`src/frc_regs.svh`:
```
`ifndef FRC_REGS_SVH
`define FRC_REGS_SVH

// register command codes
`define FRC_ADDR_REACTION 8'h41
`define FRC_ADDR_WARN_THRESH 8'h42

// reset values
`define FRC_RST_REACTION 8'h80
`define FRC_RST_WARN_THRESH 16'hFFFF

// reaction byte fields
`define FRC_RESP_HI 7
`define FRC_RESP_LO 6
`define FRC_RETRY_HI 5
`define FRC_RETRY_LO 3
`define FRC_DELAY_HI 2
`define FRC_DELAY_LO 0

// response and retry codes
`define FRC_RESP_IGNORE 2'h0
`define FRC_RESP_CONTINUE 2'h1
`define FRC_RESP_RETRY 2'h2
`define FRC_RESP_RESUME 2'h3
`define FRC_RETRY_NONE 3'h0
`define FRC_RETRY_ONE 3'h1
`define FRC_RETRY_FOREVER 3'h7

// one delay unit as a count of delay time units
`define FRC_ONE_UNIT 8'h01

`endif

```
`src/frc_pkg.sv`:
```
package frc_pkg;

  typedef enum logic [6:0] {
    FRC_ST_RUN   = 7'b000_0001,
    FRC_ST_CONT  = 7'b000_0010,
    FRC_ST_HOLD  = 7'b000_0100,
    FRC_ST_WAIT  = 7'b000_1000,
    FRC_ST_RETRY = 7'b001_0000,
    FRC_ST_LATCH = 7'b010_0000,
    FRC_ST_STOP  = 7'b100_0000
  } frc_state_t;

endpackage

```
`src/frc_fault_retry.sv`:
```
`timescale 1ns/1ns
`include "frc_regs.svh"

module frc_fault_retry
  import frc_pkg::*;
#(
  parameter int TICK_W = 16
) (
  input wire logic CLOCK_I,
  input wire logic RSTN_I,
  input wire logic REG_WR_I,
  input wire logic REG_RD_I,
  input wire logic [7:0] REG_ADDR_I,
  input wire logic [15:0] REG_WDATA_I,
  output logic [15:0] REG_RDATA_O,
  input wire logic [TICK_W-1:0] UNIT_TICKS_I,
  input wire logic [15:0] VOUT_MEAS_I,
  input wire logic CLEAR_FAULT_I,
  input wire logic OV_FAULT_I,
  input wire logic ON_CMD_I,
  input wire logic BIAS_OK_I,
  input wire logic OTHER_FAULT_I,
  output logic OUTPUT_EN_O,
  output logic OV_WARN_O,
  output logic LATCHED_O
);

  logic [7:0] overvoltage_fault_reaction;
  logic [15:0] output_overvoltage_warning_threshold;
  logic [3:0] sync1;
  logic [3:0] sync2;
  frc_state_t state;
  frc_state_t next_state;
  logic [2:0] retry_left;
  logic [2:0] next_retry_left;
  logic timer_start;
  logic timer_done;

  // the OV, on, bias and other-fault pins pass two flops before use
  always_ff @(posedge CLOCK_I or negedge RSTN_I) begin
    if (!RSTN_I) begin
      sync1 <= 4'h0;
      sync2 <= 4'h0;
    end else begin
      sync1 <= {OTHER_FAULT_I, BIAS_OK_I, ON_CMD_I, OV_FAULT_I};
      sync2 <= sync1;
    end
  end

  wire logic fault = sync2[0];
  wire logic stop_req = !sync2[1] || !sync2[2] || sync2[3];

  wire logic [1:0] resp =
    overvoltage_fault_reaction[`FRC_RESP_HI:`FRC_RESP_LO];
  wire logic [2:0] retries =
    overvoltage_fault_reaction[`FRC_RETRY_HI:`FRC_RETRY_LO];
  wire logic [2:0] delay_code =
    overvoltage_fault_reaction[`FRC_DELAY_HI:`FRC_DELAY_LO];
  wire logic forever_mode = (retries == `FRC_RETRY_FOREVER);

  wire logic wr_react = REG_WR_I && (REG_ADDR_I == `FRC_ADDR_REACTION);
  wire logic wr_warn = REG_WR_I && (REG_ADDR_I == `FRC_ADDR_WARN_THRESH);
  wire logic rd_react = REG_ADDR_I == `FRC_ADDR_REACTION;
  wire logic rd_warn = REG_ADDR_I == `FRC_ADDR_WARN_THRESH;
  // unmapped codes read as zero
  wire logic [15:0] rd_mux =
    rd_warn ? output_overvoltage_warning_threshold :
    rd_react ? {8'h00, overvoltage_fault_reaction} : 16'h0000;

  // threshold is compared raw: both sides share the same scaling
  wire logic warn_now = VOUT_MEAS_I > output_overvoltage_warning_threshold;

  always_ff @(posedge CLOCK_I or negedge RSTN_I) begin
    if (!RSTN_I) begin
      overvoltage_fault_reaction <= `FRC_RST_REACTION;
      output_overvoltage_warning_threshold <= `FRC_RST_WARN_THRESH;
    end else begin
      if (wr_react)
        overvoltage_fault_reaction <= REG_WDATA_I[7:0];
      if (wr_warn)
        output_overvoltage_warning_threshold <= REG_WDATA_I;
    end
  end

  always_ff @(posedge CLOCK_I or negedge RSTN_I) begin
    if (!RSTN_I) begin
      REG_RDATA_O <= 16'h0000;
      OV_WARN_O <= 1'b0;
    end else begin
      if (REG_RD_I)
        REG_RDATA_O <= rd_mux;
      OV_WARN_O <= warn_now;
    end
  end

  frc_delay_timer #(
    .TICK_W(TICK_W)
  ) u_timer (
    .clk_i(CLOCK_I),
    .rstn_i(RSTN_I),
    .start_i(timer_start),
    .code_i(delay_code),
    .unit_ticks_i(UNIT_TICKS_I),
    .done_o(timer_done)
  );

  // shutdown action shared by mode 10 and an expired run-on delay
  wire frc_state_t shut_state =
    (retries == `FRC_RETRY_NONE) ? FRC_ST_LATCH : FRC_ST_WAIT;
  wire logic shut_timer = (retries != `FRC_RETRY_NONE);

  always_comb begin
    next_state = state;
    next_retry_left = retry_left;
    timer_start = 1'b0;
    unique case (state)
      FRC_ST_RUN: begin
        if (stop_req) begin
          next_state = FRC_ST_STOP;
        end else if (fault) begin
          unique case (resp)
            `FRC_RESP_IGNORE: next_state = FRC_ST_RUN;
            `FRC_RESP_CONTINUE: begin
              next_state = FRC_ST_CONT;
              timer_start = 1'b1;
            end
            `FRC_RESP_RETRY: begin
              next_state = shut_state;
              next_retry_left = retries;
              timer_start = shut_timer;
            end
            `FRC_RESP_RESUME: next_state = FRC_ST_HOLD;
          endcase
        end
      end
      FRC_ST_CONT: begin
        if (stop_req) begin
          next_state = FRC_ST_STOP;
        end else if (timer_done) begin
          next_state = fault ? shut_state : FRC_ST_RUN;
          next_retry_left = retries;
          timer_start = fault && shut_timer;
        end
      end
      FRC_ST_HOLD: begin
        if (stop_req)
          next_state = FRC_ST_STOP;
        else if (!fault)
          next_state = FRC_ST_RUN;
      end
      FRC_ST_WAIT: begin
        if (stop_req) begin
          next_state = FRC_ST_STOP;
        end else if (timer_done) begin
          next_state = FRC_ST_RETRY;
          timer_start = 1'b1;
        end
      end
      FRC_ST_RETRY: begin
        if (stop_req) begin
          next_state = FRC_ST_STOP;
        end else if (fault) begin
          // the timer keeps running: spacing is start to start
          // a done swallowed here would leave the wait with no timer
          timer_start = timer_done;
          if (!forever_mode && retry_left == `FRC_RETRY_ONE)
            next_state = FRC_ST_LATCH;
          else
            next_state = FRC_ST_WAIT;
          if (!forever_mode)
            next_retry_left = retry_left - `FRC_RETRY_ONE;
        end else if (timer_done) begin
          next_state = FRC_ST_RUN;
        end
      end
      FRC_ST_LATCH: begin
        if (CLEAR_FAULT_I)
          next_state = FRC_ST_RUN;
      end
      FRC_ST_STOP: begin
        if (!stop_req)
          next_state = FRC_ST_RUN;
      end
      default: next_state = FRC_ST_LATCH;
    endcase
  end

  wire logic next_out_en = (next_state == FRC_ST_RUN) ||
    (next_state == FRC_ST_CONT) || (next_state == FRC_ST_RETRY);

  always_ff @(posedge CLOCK_I or negedge RSTN_I) begin
    if (!RSTN_I) begin
      state <= FRC_ST_STOP;
      retry_left <= `FRC_RETRY_NONE;
      OUTPUT_EN_O <= 1'b0;
      LATCHED_O <= 1'b0;
    end else begin
      state <= next_state;
      retry_left <= next_retry_left;
      OUTPUT_EN_O <= next_out_en;
      LATCHED_O <= (next_state == FRC_ST_LATCH);
    end
  end

  a_ignore_keeps_on: assert property (@(posedge CLOCK_I) disable iff (!RSTN_I)
    state == FRC_ST_RUN && fault && !stop_req && resp == `FRC_RESP_IGNORE
    |=> OUTPUT_EN_O && state == FRC_ST_RUN)
    else $error("ignored fault disturbed the output");

  a_runon_stays_on: assert property (@(posedge CLOCK_I) disable iff (!RSTN_I)
    state == FRC_ST_CONT |-> OUTPUT_EN_O)
    else $error("output dropped during run-on delay");

  a_disable_shuts: assert property (@(posedge CLOCK_I) disable iff (!RSTN_I)
    state == FRC_ST_RUN && fault && !stop_req && resp == `FRC_RESP_RETRY
    |=> !OUTPUT_EN_O)
    else $error("disable response kept output on");

  a_resume_ok: assert property (@(posedge CLOCK_I) disable iff (!RSTN_I)
    state == FRC_ST_HOLD && !fault && !stop_req
    |=> OUTPUT_EN_O && state == FRC_ST_RUN)
    else $error("output not resumed after fault cleared");

  a_no_retry_latch: assert property (@(posedge CLOCK_I) disable iff (!RSTN_I)
    state == FRC_ST_RUN && fault && !stop_req &&
    resp == `FRC_RESP_RETRY && retries == `FRC_RETRY_NONE
    |=> LATCHED_O && !OUTPUT_EN_O)
    else $error("no-retry setting did not latch off");

  a_count_out: assert property (@(posedge CLOCK_I) disable iff (!RSTN_I)
    state == FRC_ST_RETRY && fault && !stop_req && !forever_mode &&
    retry_left == `FRC_RETRY_ONE |=> LATCHED_O)
    else $error("last failed retry did not latch off");

  a_forever_no_latch: assert property (@(posedge CLOCK_I) disable iff (!RSTN_I)
    state == FRC_ST_RETRY && forever_mode |=> !LATCHED_O)
    else $error("continuous retry latched off");

  a_latch_holds: assert property (@(posedge CLOCK_I) disable iff (!RSTN_I)
    LATCHED_O && !CLEAR_FAULT_I |=> LATCHED_O && !OUTPUT_EN_O)
    else $error("latched-off state left without clear");

  a_warn_flag: assert property (@(posedge CLOCK_I) disable iff (!RSTN_I)
    warn_now |=> OV_WARN_O)
    else $error("warning flag missed");

endmodule

```
`src/frc_delay_timer.sv`:
```
`timescale 1ns/1ns
`include "frc_regs.svh"

module frc_delay_timer #(
  parameter int TICK_W = 16
) (
  input wire logic clk_i,
  input wire logic rstn_i,
  input wire logic start_i,
  input wire logic [2:0] code_i,
  input wire logic [TICK_W-1:0] unit_ticks_i,
  output logic done_o
);

  localparam int CNT_W = TICK_W + 8;

  logic [CNT_W-1:0] cnt;
  logic busy;
  logic [CNT_W-1:0] elapsed;
  logic [CNT_W-1:0] loaded;

  // units are two to the power of the code
  wire logic [7:0] units = `FRC_ONE_UNIT << code_i;
  wire logic [CNT_W-1:0] product = CNT_W'(units * unit_ticks_i);
  // a zero unit length still gives one cycle, so the sequencer never stalls
  wire logic [CNT_W-1:0] total = (product == '0) ? CNT_W'(1) : product;

  assign done_o = busy && (cnt == CNT_W'(1));

  always_ff @(posedge clk_i or negedge rstn_i) begin
    if (!rstn_i) begin
      cnt <= '0;
      busy <= 1'b0;
    end else if (start_i) begin
      cnt <= total;
      busy <= 1'b1;
    end else if (busy) begin
      cnt <= cnt - CNT_W'(1);
      busy <= !done_o;
    end
  end

  always_ff @(posedge clk_i or negedge rstn_i) begin
    if (!rstn_i) begin
      elapsed <= '0;
      loaded <= '0;
    end else if (start_i) begin
      elapsed <= CNT_W'(1);
      loaded <= total;
    end else begin
      elapsed <= elapsed + CNT_W'(1);
    end
  end

  a_delay_length: assert property (@(posedge clk_i) disable iff (!rstn_i)
    done_o |-> elapsed == loaded)
    else $error("delay ended at the wrong cycle");

endmodule

```
`config.mk`:
```
export PLATFORM = sky130hd
export DESIGN_NAME = frc_fault_retry
export DESIGN_NICKNAME = d
export VERILOG_FILES = /design/src/frc_pkg.sv /design/src/frc_fault_retry.sv /design/src/frc_delay_timer.sv
export VERILOG_INCLUDE_DIRS = /design/src
export SDC_FILE = /design/constraint.sdc
export NUM_CORES = 1
export LEC_CHECK = 0
export ABC_AREA = 1
export BUFFER_PORTS_ARGS = -buffer_cell sky130_fd_sc_hd__buf_4
export CORE_MARGIN = 10
export CORE_UTILIZATION = 55
export DETAILED_ROUTE_END_ITERATION = 6
export HOLD_SLACK_MARGIN = 0.05
export PLACE_DENSITY = 0.74
export SYNTH_ARGS = -nofsm -noshare
export SYNTH_HDL_FRONTEND = slang
export SYNTH_SLANG_ARGS = --single-unit
```
`constraint.sdc`:
```
create_clock -name CLOCK_I -period 6.46 [get_ports CLOCK_I]
set_input_delay 1.292 -clock CLOCK_I [delete_from_list [all_inputs] [get_ports CLOCK_I]]
set_output_delay 1.292 -clock CLOCK_I [all_outputs]
set_load 0.01 [all_outputs]
```
==> flow_summary.toml <==
[placed_design]
finalWeightedCongestion = 0.974
placedInstanceArea_um2 = 10600
pre_cts_ws_ps = 780
dp_hpwl_um = 20000
numPlacedInstances = 1646
port_buffers = 83

[yosys]
avgSynthCellArea_um2 = 7.17
postSynth.topFlopCell = "sky130_fd_sc_hd__dfrtp_1"
synthDistinctLibCells = 46
ys.warnings.count = 0
netlist_area_um2 = 9760
ys_seq_area_share_pct = 22.3
post_synth_main_area_contributors = "sky130_fd_sc_hd__dfrtp_1, sky130_fd_sc_hd__fa_1, sky130_fd_sc_hd__nand2_1, sky130_fd_sc_hd__nor2_1, sky130_fd_sc_hd__inv_1"
postSynthNetCount = 1578
synth_cells = 1361
share_of_async_settable_or_async_resettable_flops_after_synthesis_pct = 100
synth.top_cell.area_share_pct = 17.4
ys_seq_elements = 86
synth_top_area_cell = "sky130_fd_sc_hd__dfrtp_1"
synth_edf_count = 0

[global_routing]
global_route.usage.total_pct = 21.6
grt-ovfl-total = 0
grt_antenna_before_repair = 0
grt_max_degree = 47
grt_pass1_wl_um = 43100
first_global_vias = 9146

[detailed_routing]
drt-pass1-iter-count = 5
routed_wire_length_per_instance_um = 14.9
route.detailed.drc = 0
detailedRoute.firstIterationViolations = 578
detail_route.wirelength_um = 24800
ant_nets = 0
route.vias.total = 8946
vias_per_cell = 5.38

[pwr]
netSwitchingPower_mw = 0.681
intPower_mw = 1.15
sw_frac_of_total_pct = 37.2
cellLeakagePower_nw = 5.74
p_clk_share_pct = 29.2
vdd_drop_max_uv = 151
pwr_dens_nw_per_um2 = 168
total_power_mw = 1.83
power.sequential.fraction_pct = 33.1
power_frac_comb_pct = 37.7

[sta]
final_count_of_pins_violating_max_slew = 0
maxClockFrequency_mhz = 176
worst_pin_slew_ps = 1100
min_period_ps = 5680
setup_viol = 0
rsz_0062_raised_after_global_routing = "no"
timing.final.ws_setup_ps = 778
final.setup.tns_ps = 0
finalHoldWorstSlack_ps = 349
final_cycle_share_pct = 88.0
maxSlewHeadroom_pct = 26.4
final_hold_viol_count = 0
fin_skew_ps = 11.5

[layout]
register_area_um2 = 2170
insertedDiodeCount = 0
area_growth_synth_to_finish_pct = 11.2
multi_input_comb_area_um2 = 6550
drive_above_1_share_pct = 11.6
design_area_um2 = 10900
layout.filler_cells = 1576
stdcell_count = 1662
final_net_count = 1649
final_core_util_pct = 62.5

[flow_run]
drv.max_cap_violation_count = 0

[clock_tree]
cts_tree = "built"
cts.repair_timing.setup_buffer_count = 0
clk-insertion-delay-late_ps = 350
clk_transition_reported_paths_ps = 70
post_cts_resize_count = 0
cts.root.buffer_cell = "sky130_fd_sc_hd__clkbuf_16"
clock_path_buffers = 2
cts-buffers-inserted = 9
tritoncts_num_sinks = 86
htree_num_levels = 3
cts.hold.buffers_added = 0

[hold_path]
holdCritPathClass = "flip-flop to flip-flop"

[setup_path]
cp_data_required_time_ps = 6740
nature_of_the_critical_path_startpoint = "flip-flop"
timing_worst_setup_path_type = "flip-flop to flip-flop"
cp-end-kind = "flip-flop"
r2r_setup_slack_ps = 780
critical_path_peak_fanout = 14
critPathArrivalTime_ps = 5960

[die]
die_x_um = 153
fp-row-count = 48
die_h_um = 153
io_pins = 84
initial_utilization_pct = 56.2
core_area_um2 = 17400
die_area_um2 = 23500

[status]
run_status = "complete, no violations"
## power by group through the flow
| stage | Clock, mW | Combinational (mW) | Sequential (mW) |
|---|---|---|---|
| 6_report | 0.534 | 0.689 | 0.606 |
| 5_1_grt | 0.564 | 0.797 | 0.609 |
| 4_1_cts | 0.541 | 0.693 | 0.606 |
| 3_5_place_dp | 0 | 0.687 | 0.615 |
| 3_3_place_gp | 0 | 0.681 | 0.614 |
| 2_1_floorplan | 0 | 0.483 | 0.611 |
## final cells by class
| class | instances | area share (%) |
|---|---|---|
| Clock buffer | 11 | 2.24 |
| Sequential cell | 86 | 20.0 |
| Tap cell | 225 | 2.59 |
| Clock inverter | 5 | 0.553 |
| Timing Repair Buffer | 87 | 6.02 |
| Inverter | 238 | 8.23 |
| Multi-Input combinational cell | 1010 | 60.3 |
## state kept, by name, indices dropped and copies added, names as in the netlist
register                              flops
u_timer.cnt                              24
OUTPUT_EN_O                               1
overvoltage_fault_reaction                8
sync1                                     4
output_overvoltage_warning_threshold     16
u_timer.busy                              1
retry_left                                3
REG_RDATA_O                              16
OV_WARN_O                                 1
sync2                                     4
state                                     7
LATCHED_O                                 1
## layout by cell type, fill, tap and decap left out, drive strengths merged
master / instances
nand2: 296
nor2: 252
inv: 236
buf: 87
fa: 84
nand3: 79
dfrtp: 68
ha: 68
a21oi: 65
o21ai: 58
nand4: 22
dfstp: 18
nor3: 16
clkbuf: 11
o31ai: 10
xor2: 10
xnor2: 10
nand3b: 9
o221ai: 7
o21a: 7
nor4: 5
clkinv: 5
a31oi: 2
and2: 2
a21boi: 2
a22oi: 1
o22ai: 1
o211ai: 1
a32oi: 1
o2111a: 1
mux2: 1
clkinvlp: 1
bufinv: 1
## per-layer routing
metal,vias up,share of wire [%],global-route usage (%)
met3,32,6.1,3.90
met2,265,48,36.7
met1,4230,44,27.5
li1,4419,-,-
met5,-,0,0
met4,0,1.6,5.54
## logic make-up (layout without fill, tap and decap cells)
group,count (synthesis),count (layout),synth area share (%)
and+or+nand+nor,681,681,29.6
AOI/OAI and AO/OA,156,156,9.64
DFF,86,86,22.3
muxes,1,1,0.115
adders and majority gates,152,152,25.9
xor gates and xnor gates,20,20,1.79
buffers and inverters,265,341,10.6
## Yosys cell counts, types with 5 or more instances
master,number
sky130_fd_sc_hd__nand2_1,292
sky130_fd_sc_hd__nor2_1,236
sky130_fd_sc_hd__inv_1,231
sky130_fd_sc_hd__fa_1,84
sky130_fd_sc_hd__nand3_1,78
sky130_fd_sc_hd__dfrtp_1,68
sky130_fd_sc_hd__ha_1,68
sky130_fd_sc_hd__o21ai_0,56
sky130_fd_sc_hd__a21oi_1,48
sky130_fd_sc_hd__nand4_1,21
sky130_fd_sc_hd__clkbuf_1,18
sky130_fd_sc_hd__dfstp_2,18
sky130_fd_sc_hd__a21oi_2,17
sky130_fd_sc_hd__nor3_1,16
sky130_fd_sc_hd__nor2_2,12
sky130_fd_sc_hd__o31ai_1,10
sky130_fd_sc_hd__xnor2_1,10
sky130_fd_sc_hd__xor2_1,10
sky130_fd_sc_hd__nand3b_1,9
sky130_fd_sc_hd__o21a_1,7
sky130_fd_sc_hd__o221ai_1,7
sky130_fd_sc_hd__inv_2,5
## path summary, 6_finish.rpt
check / startpoint / to / depth (start not counted)
setup / recovery: overvoltage_fault_reaction[0] / u_timer.cnt[0] / 25
hold / removal: sync1[3] / sync2[3] / 0
setup reg to reg: overvoltage_fault_reaction[0] / u_timer.cnt[0] / 25
hold reg to reg: sync1[3] / sync2[3] / 0
max in group asynchronous: RSTN_I / u_timer.cnt[15] / 2
min in group asynchronous: RSTN_I / overvoltage_fault_reaction[0] / 1
## critical path: stages (launching register included)
cell,delay (ps)
sky130_fd_sc_hd__dfrtp_1,410
sky130_fd_sc_hd__inv_1,110
sky130_fd_sc_hd__nor3_1,530
sky130_fd_sc_hd__inv_1,440
sky130_fd_sc_hd__nor2_1,250
sky130_fd_sc_hd__fa_1,460
sky130_fd_sc_hd__fa_1,530
sky130_fd_sc_hd__fa_1,550
sky130_fd_sc_hd__inv_1,50
sky130_fd_sc_hd__fa_1,530
sky130_fd_sc_hd__inv_1,40
sky130_fd_sc_hd__ha_1,350
sky130_fd_sc_hd__nand2_1,130
sky130_fd_sc_hd__nor2_1,230
sky130_fd_sc_hd__nand4_1,190
sky130_fd_sc_hd__nand3_1,160
sky130_fd_sc_hd__nand2_1,90
sky130_fd_sc_hd__nand2_1,70
sky130_fd_sc_hd__nand2_1,50
sky130_fd_sc_hd__nand2_1,90
sky130_fd_sc_hd__nand2_1,70
sky130_fd_sc_hd__nor2_1,100
sky130_fd_sc_hd__nand2_1,50
sky130_fd_sc_hd__nand2_1,50
sky130_fd_sc_hd__nand2_1,40
sky130_fd_sc_hd__nand2_1,60
No activity file was read; power rests on OpenSTA's default activity.
